File: src/smrc_pkg.sv
package smrc_pkg;

  // timing: release delay after a reset source goes away
  localparam int CLK_MHZ        = 200;
  localparam int RELEASE_US     = 100;
  localparam int RELEASE_CYCLES = RELEASE_US * CLK_MHZ;
  localparam int CNT_W          = 20;

  // word offsets on the register bus
  localparam logic [3:0] OFS_CAUSE_A  = 4'h0;
  localparam logic [3:0] OFS_CAUSE_B  = 4'h1;
  localparam logic [3:0] OFS_CAUSE_C  = 4'h2;
  localparam logic [3:0] OFS_SWRESET  = 4'h3;
  localparam logic [3:0] OFS_LEVEL    = 4'h4;
  localparam logic [3:0] OFS_CMPCTL   = 4'h5;
  localparam logic [3:0] OFS_M1_CR0   = 4'h6;
  localparam logic [3:0] OFS_M1_CR1   = 4'h7;
  localparam logic [3:0] OFS_M1_SR    = 4'h8;
  localparam logic [3:0] OFS_M2_CR0   = 4'h9;
  localparam logic [3:0] OFS_M2_CR1   = 4'hA;
  localparam logic [3:0] OFS_M2_SR    = 4'hB;
  localparam logic [3:0] OFS_IRQ_STAT = 4'hC;
  localparam logic [3:0] OFS_IRQ_CLR  = 4'hD;
  localparam logic [3:0] OFS_IRQ_EN   = 4'hE;

  // field positions
  localparam int CA_POR   = 0;
  localparam int CA_M0    = 1;
  localparam int CA_M1    = 2;
  localparam int CA_M2    = 3;
  localparam int CB_CWS   = 0;
  localparam int CC_WDT   = 0;
  localparam int CC_SW    = 1;
  localparam int LVL1_LSB = 0;
  localparam int LVL2_LSB = 4;
  localparam int SR_CHG   = 0;
  localparam int SR_STATE = 1;

  // reset values and monitor 1 level count
  localparam logic [3:0] CAUSE_A_RST = 4'h1;
  localparam logic [3:0] LVL1_RST    = 4'h0;
  localparam logic [1:0] LVL2_RST    = 2'h0;
  localparam logic [3:0] MON1_LEVELS = 4'h9;

  // interrupt condition encodings; 3 behaves as both
  localparam logic [1:0] COND_BOTH = 2'h0;
  localparam logic [1:0] COND_FALL = 2'h1;
  localparam logic [1:0] COND_RISE = 2'h2;

  typedef struct packed {
    logic release_select;
    logic reset_or_irq;
    logic compare_enable;
    logic action_enable;
  } smrc_cr0_t;

  typedef struct packed {
    logic       irq_type;
    logic [1:0] irq_condition;
  } smrc_cr1_t;

endpackage

File: src/smrc_top.sv
`timescale 1ns/10ps
// How it works
// - monitor 0 holds reset while supply low, releases a fixed delay after recovery
// - monitor 0 level comes from a two-bit option strap
// - monitor 1 level is a four-bit field with nine legal values
// - monitor 2 level is a two-bit field, four levels
// - monitors 1 and 2 show live above/below state flags
// - monitors 1 and 2 flag every threshold crossing, either direction
// - reset mode: reset on drop, release after recovery or after drop
// - type bit routes a monitor interrupt to nmi or maskable interrupt
// - condition field picks falling, rising or both crossings
// - mode bit picks reset or interrupt for a detection
// - action enable gates the interrupt or reset of a monitor
// - compare enable gates the comparator into monitor logic
// - detector enables in a shared register; disabled gives no detection
// - power-on reset sets the power-on cause flag
// - separate cause flags for power-on and monitors 0, 1, 2
// - cold/warm flag tells cold power-up from warm restart
// - writing the software reset register resets chip, sets its flag
// - watchdog underflow or refresh error resets chip, sets its flag
module smrc_top
  import smrc_pkg::*;
#(
  parameter int RELEASE_COUNT = RELEASE_CYCLES
) (
  // clock and power-on reset
  input  wire logic        clock,
  input  wire logic        rst_n,
  // register bus
  input  wire logic [3:0]  avs_address,
  input  wire logic        avs_read,
  input  wire logic        avs_write,
  input  wire logic [31:0] avs_writedata,
  output logic      [31:0] avs_readdata,
  output logic             avs_waitrequest,
  // comparators and reset sources
  input  wire logic [1:0]  monitor0_level_select,
  input  wire logic        monitor0_below,
  input  wire logic [1:0]  monitor_below,
  input  wire logic        watchdog_underflow,
  input  wire logic        watchdog_refresh_error,
  // levels to the comparators
  output logic      [1:0]  monitor0_level,
  output logic      [3:0]  monitor1_level_select,
  output logic      [1:0]  monitor2_level_select,
  // reset and interrupts
  output logic             chip_reset,
  output logic             nmi_req,
  output logic             irq
);

  if (RELEASE_COUNT < 1 || RELEASE_COUNT >= 2**CNT_W) begin : g_bad_count
    $error("RELEASE_COUNT out of range");
  end

  // bus slave: one wait cycle on every access
  logic        ack_r;
  logic [31:0] readdata_r;
  wire         bus_acc = avs_read | avs_write;
  wire         wr_en   = avs_write & ack_r;
  wire         rd_go   = avs_read & ~ack_r;
  wire  [31:0] rmap [16];
  assign avs_waitrequest = bus_acc & ~ack_r;
  assign avs_readdata    = readdata_r;

  always_ff @(posedge clock or negedge rst_n) begin
    if (!rst_n) begin
      ack_r      <= 1'b0;
      readdata_r <= 32'h0000_0000;
    end else begin
      ack_r <= bus_acc & ~ack_r;
      if (rd_go) begin
        readdata_r <= rmap[avs_address];
      end
    end
  end

  wire wr_cause_a = wr_en && avs_address == OFS_CAUSE_A;
  wire wr_cause_b = wr_en && avs_address == OFS_CAUSE_B;
  wire wr_cause_c = wr_en && avs_address == OFS_CAUSE_C;
  wire wr_swreset = wr_en && avs_address == OFS_SWRESET;
  wire wr_level   = wr_en && avs_address == OFS_LEVEL;
  wire wr_cmpctl  = wr_en && avs_address == OFS_CMPCTL;
  wire wr_irq_clr = wr_en && avs_address == OFS_IRQ_CLR;
  wire wr_irq_en  = wr_en && avs_address == OFS_IRQ_EN;

  // monitor 0 level is a strap, caught once after reset release
  logic [1:0] m0_lvl_r;
  logic       strap_done_r;
  assign monitor0_level = m0_lvl_r;

  always_ff @(posedge clock or negedge rst_n) begin
    if (!rst_n) begin
      m0_lvl_r     <= 2'h0;
      strap_done_r <= 1'b0;
    end else if (!strap_done_r) begin
      m0_lvl_r     <= monitor0_level_select;
      strap_done_r <= 1'b1;
    end
  end

  // level and comparator control registers
  logic [3:0] lvl1_r;
  logic [1:0] lvl2_r;
  logic [1:0] det_en_r;
  wire  [3:0] lvl1_wd = avs_writedata[LVL1_LSB +: 4];
  assign monitor1_level_select = lvl1_r;
  assign monitor2_level_select = lvl2_r;

  always_ff @(posedge clock or negedge rst_n) begin
    if (!rst_n) begin
      lvl1_r   <= LVL1_RST;
      lvl2_r   <= LVL2_RST;
      det_en_r <= 2'h0;
    end else begin
      if (wr_level) begin
        // codes past the ninth level are refused, field keeps its value
        if (lvl1_wd < MON1_LEVELS) begin
          lvl1_r <= lvl1_wd;
        end
        lvl2_r <= avs_writedata[LVL2_LSB +: 2];
      end
      if (wr_cmpctl) begin
        det_en_r <= avs_writedata[1:0];
      end
    end
  end

  // monitors 1 and 2
  smrc_cr0_t  cr0_r [2];
  smrc_cr1_t  cr1_r [2];
  logic [1:0] chg_r;
  logic [1:0] prev_r;
  logic [1:0] below_g;
  logic [1:0] fall;
  logic [1:0] rise;
  logic [1:0] irq_evt;
  logic [1:0] nmi_evt;
  logic [1:0] rst_hold;
  logic [1:0] rst_trig;

  genvar g;
  for (g = 0; g < 2; g++) begin : g_mon
    localparam logic [3:0] A_CR0 = (g == 0) ? OFS_M1_CR0 : OFS_M2_CR0;
    localparam logic [3:0] A_CR1 = (g == 0) ? OFS_M1_CR1 : OFS_M2_CR1;
    localparam logic [3:0] A_SR  = (g == 0) ? OFS_M1_SR  : OFS_M2_SR;
    wire active  = det_en_r[g] & cr0_r[g].compare_enable;
    wire armed   = cr0_r[g].action_enable;
    wire rmode   = cr0_r[g].reset_or_irq;
    wire cond_ok = (fall[g] && cr1_r[g].irq_condition != COND_RISE) ||
                   (rise[g] && cr1_r[g].irq_condition != COND_FALL);
    wire clr_chg = wr_en && avs_address == A_SR && avs_writedata[SR_CHG];

    assign below_g[g]  = active & monitor_below[g];
    assign fall[g]     = below_g[g] & ~prev_r[g];
    assign rise[g]     = active & ~below_g[g] & prev_r[g];
    assign irq_evt[g]  = armed & ~rmode & cond_ok & ~cr1_r[g].irq_type;
    assign nmi_evt[g]  = armed & ~rmode & cond_ok & cr1_r[g].irq_type;
    // release after recovery keeps the hold; release after drop only triggers
    assign rst_hold[g] = armed & rmode & ~cr0_r[g].release_select & below_g[g];
    assign rst_trig[g] = armed & rmode & fall[g];

    assign rmap[A_CR0] = {28'h000_0000, cr0_r[g]};
    assign rmap[A_CR1] = {29'h0000_0000, cr1_r[g]};
    assign rmap[A_SR]  = {30'h0000_0000, ~monitor_below[g], chg_r[g]};

    always_ff @(posedge clock or negedge rst_n) begin
      if (!rst_n) begin
        cr0_r[g]  <= '0;
        cr1_r[g]  <= '0;
        chg_r[g]  <= 1'b0;
        prev_r[g] <= 1'b0;
      end else begin
        prev_r[g] <= below_g[g];
        // a crossing in the clearing cycle still leaves the flag set
        chg_r[g]  <= (chg_r[g] & ~clr_chg) | fall[g] | rise[g];
        if (wr_en && avs_address == A_CR0) begin
          cr0_r[g] <= smrc_cr0_t'(avs_writedata[3:0]);
        end
        if (wr_en && avs_address == A_CR1) begin
          cr1_r[g] <= smrc_cr1_t'(avs_writedata[2:0]);
        end
      end
    end
  end

  // reset generation
  logic [CNT_W-1:0] rel_cnt_r;
  logic             chip_reset_r;
  logic             m0_prev_r;
  wire              wdt_evt  = watchdog_underflow | watchdog_refresh_error;
  wire              src_hold = monitor0_below | (|rst_hold);
  wire              src_trig = (|rst_trig) | wdt_evt | wr_swreset;
  wire [CNT_W-1:0]  rel_cnt_nxt = (src_hold | src_trig) ? CNT_W'(RELEASE_COUNT) :
                                  (rel_cnt_r != '0) ? rel_cnt_r - 1'b1 : rel_cnt_r;
  assign chip_reset = chip_reset_r;

  always_ff @(posedge clock or negedge rst_n) begin
    if (!rst_n) begin
      rel_cnt_r    <= CNT_W'(RELEASE_COUNT);
      chip_reset_r <= 1'b1;
      m0_prev_r    <= 1'b0;
    end else begin
      rel_cnt_r    <= rel_cnt_nxt;
      chip_reset_r <= rel_cnt_nxt != '0;
      m0_prev_r    <= monitor0_below;
    end
  end

  // cause flags; power-on reset clears all but the power-on flag, which it sets, and writing ones also clears the cause A and C flags
  logic [3:0] cause_a_r;
  logic       cws_r;
  logic [1:0] cause_c_r;
  wire  [3:0] set_a = {rst_trig[1], rst_trig[0], monitor0_below & ~m0_prev_r, 1'b0};
  wire  [1:0] set_c = {wr_swreset, wdt_evt};
  wire  [3:0] clr_a = wr_cause_a ? avs_writedata[3:0] : 4'h0;
  wire  [1:0] clr_c = wr_cause_c ? avs_writedata[1:0] : 2'h0;

  always_ff @(posedge clock or negedge rst_n) begin
    if (!rst_n) begin
      cause_a_r <= CAUSE_A_RST;
      cws_r     <= 1'b0;
      cause_c_r <= 2'h0;
    end else begin
      cause_a_r <= (cause_a_r & ~clr_a) | set_a;
      cause_c_r <= (cause_c_r & ~clr_c) | set_c;
      // software marks warm; only power-on returns it to cold
      if (wr_cause_b && avs_writedata[CB_CWS]) begin
        cws_r <= 1'b1;
      end
    end
  end

  // interrupts
  logic [1:0] irq_st_r;
  logic [1:0] irq_en_r;
  logic       nmi_r;
  wire  [1:0] irq_clr = wr_irq_clr ? avs_writedata[1:0] : 2'h0;
  assign irq     = |(irq_st_r & irq_en_r);
  assign nmi_req = nmi_r;

  always_ff @(posedge clock or negedge rst_n) begin
    if (!rst_n) begin
      irq_st_r <= 2'h0;
      irq_en_r <= 2'h0;
      nmi_r    <= 1'b0;
    end else begin
      irq_st_r <= (irq_st_r & ~irq_clr) | irq_evt;
      nmi_r    <= |nmi_evt;
      if (wr_irq_en) begin
        irq_en_r <= avs_writedata[1:0];
      end
    end
  end

  // read map
  assign rmap[OFS_CAUSE_A]  = {28'h000_0000, cause_a_r};
  assign rmap[OFS_CAUSE_B]  = {31'h0000_0000, cws_r};
  assign rmap[OFS_CAUSE_C]  = {30'h0000_0000, cause_c_r};
  assign rmap[OFS_SWRESET]  = 32'h0000_0000;
  assign rmap[OFS_LEVEL]    = {26'h000_0000, lvl2_r, lvl1_r};
  assign rmap[OFS_CMPCTL]   = {30'h0000_0000, det_en_r};
  assign rmap[OFS_IRQ_STAT] = {30'h0000_0000, irq_st_r};
  assign rmap[OFS_IRQ_CLR]  = 32'h0000_0000;
  assign rmap[OFS_IRQ_EN]   = {30'h0000_0000, irq_en_r};
  assign rmap[4'hF]         = 32'h0000_0000;
endmodule

File: config.mk
export PLATFORM = sky130hd
export DESIGN_NAME = smrc_top
export DESIGN_NICKNAME = d
export VERILOG_FILES = /design/src/smrc_pkg.sv /design/src/smrc_top.sv
export SDC_FILE = /design/constraint.sdc
export NUM_CORES = 1
export LEC_CHECK = 0
export BUFFER_PORTS_ARGS = -buffer_cell sky130_fd_sc_hd__buf_2
export CELL_PAD_IN_SITES_DETAIL_PLACEMENT = 2
export CELL_PAD_IN_SITES_GLOBAL_PLACEMENT = 2
export CORE_AREA = 3 3 113 115
export DETAILED_ROUTE_END_ITERATION = 10
export DIE_AREA = 0 0 116 118
export GPL_TIMING_DRIVEN = 0
export PLACE_DENSITY = 0.87
export SLEW_MARGIN = 20
export SYNTH_ARGS = -nofsm -noshare
export SYNTH_HDL_FRONTEND = slang
export SYNTH_SLANG_ARGS = --single-unit
File: constraint.sdc
create_clock -name clock -period 3.1 [get_ports clock]
set_clock_uncertainty 0.05 [all_clocks]
set_input_delay 0.31 -clock clock [delete_from_list [all_inputs] [get_ports clock]]
set_output_delay 0.31 -clock clock [all_outputs]
set_load 0.05 [all_outputs]
==> results of run 1 <==
==> cells by family after synthesis <==
| kind of cell | count (synthesis) |
|---|---|
| AOI/OAI and AO/OA | 71 |
| xor gates and xnor gates | 13 |
| adders and majority gates | 2 |
| buffers and inverters | 46 |
| DFF | 70 |
| muxes | 28 |
| other | 2 |
| and+or+nand+nor | 154 |
==> per-stage QoR <==
step / instances / utilization (%) / instance area (µm²) / hold slack [ns]
2_1_floorplan: 411 / - / 3970 / -0.03559
3_3_place_gp: 595 / 36.43 / 4339 / 0.3660
3_5_place_dp: 596 / 36.68 / 4369 / 0.1376
4_1_cts: 613 / 39.44 / 4698 / 0.04934
5_1_grt: 613 / 39.44 / 4698 / 0.04631
6_report: 613 / 39.44 / 4698 / 0.06329
==> sequential cells by signal, summed over array words and instances, names as in the netlist, 4 cells and up <==
register	count
cr1_r	6
avs_readdata	6
rel_cnt_r	20
monitor1_level_select	4
cause_a_r	4
cr0_r	4
==> worst reg2reg max path, stage by stage, from the launching register on <==
cell	delay [ns]
dfrtp_1	0.41
inv_1	0.14
ha_1	0.29
nor4b_2	0.44
nand2_1	0.25
o41ai_1	0.36
o311ai_0	0.25
nor4_1	0.31
nand4_1	0.15
==> layer usage <==
| layer | vias up | routed length (µm) | part of all wire (%) |
|---|---|---|---|
| li1 | 1484 | - | - |
| met1 | 1640 | 4550 | 39 |
| met2 | 62 | 6356 | 55 |
| met3 | 16 | 411 | 3.6 |
| met4 | 0 | 218 | 1.9 |
| met5 | - | 0 | 0 |
==> area by class of cell <==
class / count / area share [%]
tap: 147 / 3.915
clock buffer: 12 / 5.672
clock inverter: 4 / 1.119
buffer: 39 / 5.539
inverter: 7 / 0.5593
timing repair buffer: 39 / 4.794
multi-input combinational: 295 / 40.93
sequential: 70 / 37.47
==> cell usage in the layout (no fill, tap or decap), drive strengths merged, types with 4 or more instances in the layout <==
cell type,synthesis,routed
a21oi,13,13
a22o,5,5
and3,5,5
buf,30,68
clkbuf,9,21
conb,2,27
dfrtp,63,63
dfstp,7,7
inv,7,8
mux2,20,20
mux2i,4,4
mux4,4,4
nand2,46,46
nand2b,4,4
nand3,8,8
nor2,32,32
nor2b,5,5
nor3,16,16
nor3b,5,5
nor4,7,7
o21ai,21,21
o31ai,4,4
or3,8,8
xnor2,8,8
xor2,5,5
==> report_power, final <==
part | leakage [µW] | internal, µW | total (µW) | switching (µW)
sequential | 0.000889 | 1030 | 1130 | 104
combinational | 0.00104 | 202 | 588 | 387
clock | 0.000159 | 691 | 1080 | 393
==> timing repair <==
action,in CTS,in global routing
endpoints found under the setup margin,0,0
buffers inserted,0,0
endpoints found under the hold margin,9,0
resized for setup,0,0
hold buffers,1,0
==> final timing paths <==
check | end | slack, ns | depth (start not counted)
max | chip_reset$_DFF_PN1_ | 0.36 | 8
min | m0_prev_r$_DFF_PN0_ | 0.06 | 1
min in group asynchronous | rel_cnt_r[17]$_DFF_PN0_ | 0.32 | 2
min reg2reg | cause_a_r[1]$_DFF_PN0_ | 0.38 | 1
max in group asynchronous | cause_a_r[0]$_DFF_PN1_ | 2.09 | 3
max reg2reg | chip_reset$_DFF_PN1_ | 0.36 | 8
==> impl_metrics.yaml, run 1 <==
critical_path:
  worst-path-buf-inv: 1
  path_cells: "inv_1 -> ha_1 -> nor4b_2 -> nand2_1 -> o41ai_1 -> o311ai_0 -> nor4_1 -> nand4_1"
  cp_max_fo: 7
  arrival_ns: 2.93
  cpPeakStageDelay_ns: 0.44
  worstPathRequired_ns: 3.29
  critPathSlowestCell: "nor4b_2"
  critPathTopFamily: "simple AND/OR/NAND/NOR gates"
  critPathLaunch: "rel_cnt_r[0]$_DFF_PN0_"
  start_kind: "register"
  crit_type: "reg -> reg"
  end_kind: "register"
  reg2reg_from: "rel_cnt_r[0]$_DFF_PN0_"
clocking:
  clk_path_buf_depth: 2
  numCtsBuffers: 9
  h-tree-depth: 3
  clk_latency_ns: 0.34
  cts.sinks: 70
  cts_tree: "built"
  cts_root_buffer: "clkbuf_16"
  clkTransAtPathRegs_ns: 0.05
floorplan:
  die_area_um2: 13690
  start_util_pct: 32.54
  dieWidth_um: 116
  pin_count: 91
  fp-row-count: 40
  core_um2: 11910
  die_h_um: 118
sta:
  max_slew_margin_pct: 47.49
  setup_tns_ns: 0
  finalCriticalPeriod_ns: 2.739
  setup_ws_ns: 0.3611
  setup-violations-final: 0
  rsz0062_at_grt: "no"
  slew_violations: 0
  hold_viol_final: 0
  clock.fmax_mhz: 365.1
  fin_crit_sh_pct: 88.35
  tightest_slew_ns: 0.7805
drt:
  drt-total-wl_um: 11540
  avgRoutedWirePerCell_um: 18.82
  vias_per_cell: 5.223
  drc: 0
  first_pass_iters: 4
  num_vias: 3202
  antenna_left: 0
  first_iter_violations: 80
grt:
  gr-total-overflow: 0
  use_met3_pct: 4.936
  grtUsageTotal_pct: 17.86
  grt_max_degree: 58
  grtUsageMet1_pct: 20.27
  antenna_found_initial: 0
  grt-busiest-layer: "met2"
  met2_usage_pct: 32.19
  grt_pass1_vias: 3504
  grt_pass1_wl_um: 18910
finish:
  area.growth.synth_to_final_pct: 21.21
  fillers: 1315
  multiInputGateArea_um2: 1923
  drive_above_1_share_pct: 27.47
  seqCellArea_um2: 1760
  n_antenna_cell: 0
  final_nets: 510
status:
  status: "finished, final reports clean"
hold_path:
  hp-class: "in -> reg"
  hp-start: "monitor0_below"
place:
  hpwl_um: 8835
  gp_congestion: 0.8621
  place_ws_ns: 0.3982
  io_buffer_count: 37
logic_synthesis:
  synth_top_area_cell: "dfrtp_1"
  yosysWarningCount: 0
  yosys_most_used_dff: "dfrtp_1"
  synth_top_family_by_area: "simple AND/OR/NAND/NOR gates"
  syn_area_per_cell_um2: 10.04
  synth_top_area_share_pct: 40.67
  synth_area_um2: 3876
  synth-edff-count: 0
  ys_types: 63
  synth_compound_area_share_pct: 13.07
  synthMuxAreaShare_pct: 9.167
  yosysMostFrequentCell: "dfrtp_1"
  synth-adder-area-share_pct: 0.6456
  synth_seq_cells: 70
  synth_seq_area_share_pct: 45.42
  syn_inst: 386
  synth_xor_area_share_pct: 2.937
  synthTopCellsByCount: "dfrtp_1, nand2_1, nor2_1, buf_4, o21ai_0"
  synthSimpleGateAreaFrac_pct: 21.17
  ys_top_cells_by_area: "dfrtp_1, mux2_2, buf_4"
  synthArstFlopShare_pct: 100.0
pwr:
  power_density_nw_per_um2: 597.2
  power.leakage_uw: 0.002092
  peakVddDrop_v: 0.0003544
  total_power_uw: 2806
run:
  max_cap_viol_count: 0
(Power assumes the default switching activity.)
==> run 2, diff against run 1 <==
clock period = 3 ns   (was 3.1 ns; I/O delays follow)
==> impl_metrics.yaml, run 2 (same netlist as run 1, synthesis figures left out) <==
status:
  status: "finished, final reports clean"
sta:
  slew_violations: 0
  finalCriticalPeriod_ns: 2.617
  hold_ws_ns: 0.05390
  setup-violations-final: 0
  tightest_slew_ns: 0.7662
  fin_crit_sh_pct: 87.24
  rsz0062_at_grt: "no"
  clock.fmax_mhz: 382.1
  hold_viol_final: 0
  max_slew_margin_pct: 48.53
  setup_tns_ns: 0
hold_path:
  hp-start: "monitor0_below"
  worst_hold_path.endpoint: "m0_prev_r$_DFF_PN0_"
  hold_depth: 1
  hp-class: "in -> reg"
pwr:
  power.leakage_uw: 0.002102
  power_density_nw_per_um2: 616.6
  peakVddDrop_v: 0.0003667
  total_power_uw: 2902
clocking:
  cts.sinks: 70
  numCtsBuffers: 9
  cts_setup_buffers: 0
  clk_path_buf_depth: 2
  h-tree-depth: 3
  cts_root_buffer: "clkbuf_16"
  cts_tree: "built"
  clkTransAtPathRegs_ns: 0.05
  clk_latency_ns: 0.34
place:
  gp_congestion: 0.8621
  io_buffer_count: 37
  hpwl_um: 8835
grt:
  grt_max_degree: 58
  grtUsageTotal_pct: 17.86
  grt_pass1_vias: 3504
  gr-total-overflow: 0
  antenna_found_initial: 0
  grt_pass1_wl_um: 18910
critical_path:
  critPathSlowestCell: "dfrtp_1"
  start_kind: "register"
  path_cells: "inv_1 -> ha_1 -> nor4b_4 -> nand2_1 -> o41ai_1 -> o311ai_0 -> nor4_1 -> nand4_1"
  reg2reg_depth: 8
  cp_max_fo: 7
  r2r_end: "chip_reset$_DFF_PN1_"
  end_kind: "register"
  cpPeakStageDelay_ns: 0.41
  arrival_ns: 2.81
  reg2reg_from: "rel_cnt_r[0]$_DFF_PN0_"
  worstPathRequired_ns: 3.19
  crit_type: "reg -> reg"
  ff2ff_setup_slack_ns: 0.38
floorplan:
  pin_count: 91
  start_util_pct: 32.54
  die_h_um: 118
  core_um2: 11910
  die_area_um2: 13690
  fp-row-count: 40
  dieWidth_um: 116
drt:
  avgRoutedWirePerCell_um: 18.86
  drc: 0
  num_vias: 3201
  vias_per_cell: 5.222
  first_iter_violations: 88
  drt-total-wl_um: 11560
  antenna_left: 0
  first_pass_iters: 4
finish:
  drive_above_1_share_pct: 27.47
  n_antenna_cell: 0
  area.growth.synth_to_final_pct: 21.43
  final_nets: 510
  largest_reg_flops: 20
  final_common_cell: "dfrtp_1"
  final_cell_mix: "dfrtp_1, nand2_1, buf_2, nor2_1"
  regMostFlops: "rel_cnt_r"
run:
  max_cap_viol_count: 0
run 2: cell types whose count changed in the layout (fill, tap and decap cells not counted):
cell and delta:
nor4b_2 -1, nor4b_4 +1
run 2: repair_timing:
item,in CTS,in global routing
setup endpoints to repair,0,1
resized for setup,0,1
hold buffers,1,0
endpoints found under the hold margin,11,0
run 2: routing by layer:
| layer | share of wire, % | global-route usage [%] | wire length, µm |
|---|---|---|---|
| met1 | 40 | 20.27 | 4584 |
| met3 | 3.5 | 4.936 | 406 |
| met4 | 1.9 | 5.076 | 215 |
| met2 | 55 | 32.19 | 6353 |
| met5 | 0 | 0 | 0 |
run 2: final cells by class:
class,instances,area (µm²)
sequential,70,1760
multi-input combinational,295,1932
timing repair buffer,39,225.2
buffer,39,260.3
tap,147,183.9
fill,1315,7204
clock inverter,4,52.55
inverter,7,26.28
clock buffer,12,266.5
run 2: worst max-delay path by stage:
| stage | from | end | depth (start not counted) |
|---|---|---|---|
| 2_1_floorplan | rel_cnt_r[0]$_DFF_PN0_ | chip_reset$_DFF_PN1_ | 8 |
| 4_1_cts | rel_cnt_r[0]$_DFF_PN0_ | chip_reset$_DFF_PN1_ | 8 |
| 6_report | rel_cnt_r[0]$_DFF_PN0_ | chip_reset$_DFF_PN1_ | 8 |
| 5_1_grt | rel_cnt_r[0]$_DFF_PN0_ | chip_reset$_DFF_PN1_ | 8 |
| 3_3_place_gp | rel_cnt_r[0]$_DFF_PN0_ | chip_reset$_DFF_PN1_ | 8 |
| 3_5_place_dp | rel_cnt_r[0]$_DFF_PN0_ | chip_reset$_DFF_PN1_ | 8 |
run 2: worst max-delay path: cells and delay by family (launching register included):
kind	cells	cell delay, ns
buffers and inverters	1	0.14
DFF	1	0.41
and+or+nand+nor	4	1.02
adders and majority gates	1	0.29
AOI/OAI and AO/OA	2	0.61
run 2: where the power goes:
part	internal [µW]	switching, µW	total (µW)
Clock	714	407	1120
Combinational	210	400	610
Sequential	1060	108	1170
Total	1990	914	2900
run 2: per-stage QoR:
stage,std cells,cell area (µm²),worst slack (ns),util (%)
6_report,613,4707,0.3828,39.52
5_1_grt,613,4707,0.1115,39.52
4_1_cts,613,4698,0.2684,39.44
3_5_place_dp,596,4369,0.2982,36.68
3_3_place_gp,595,4339,0.4246,36.43
2_1_floorplan,411,3970,0.7549,-
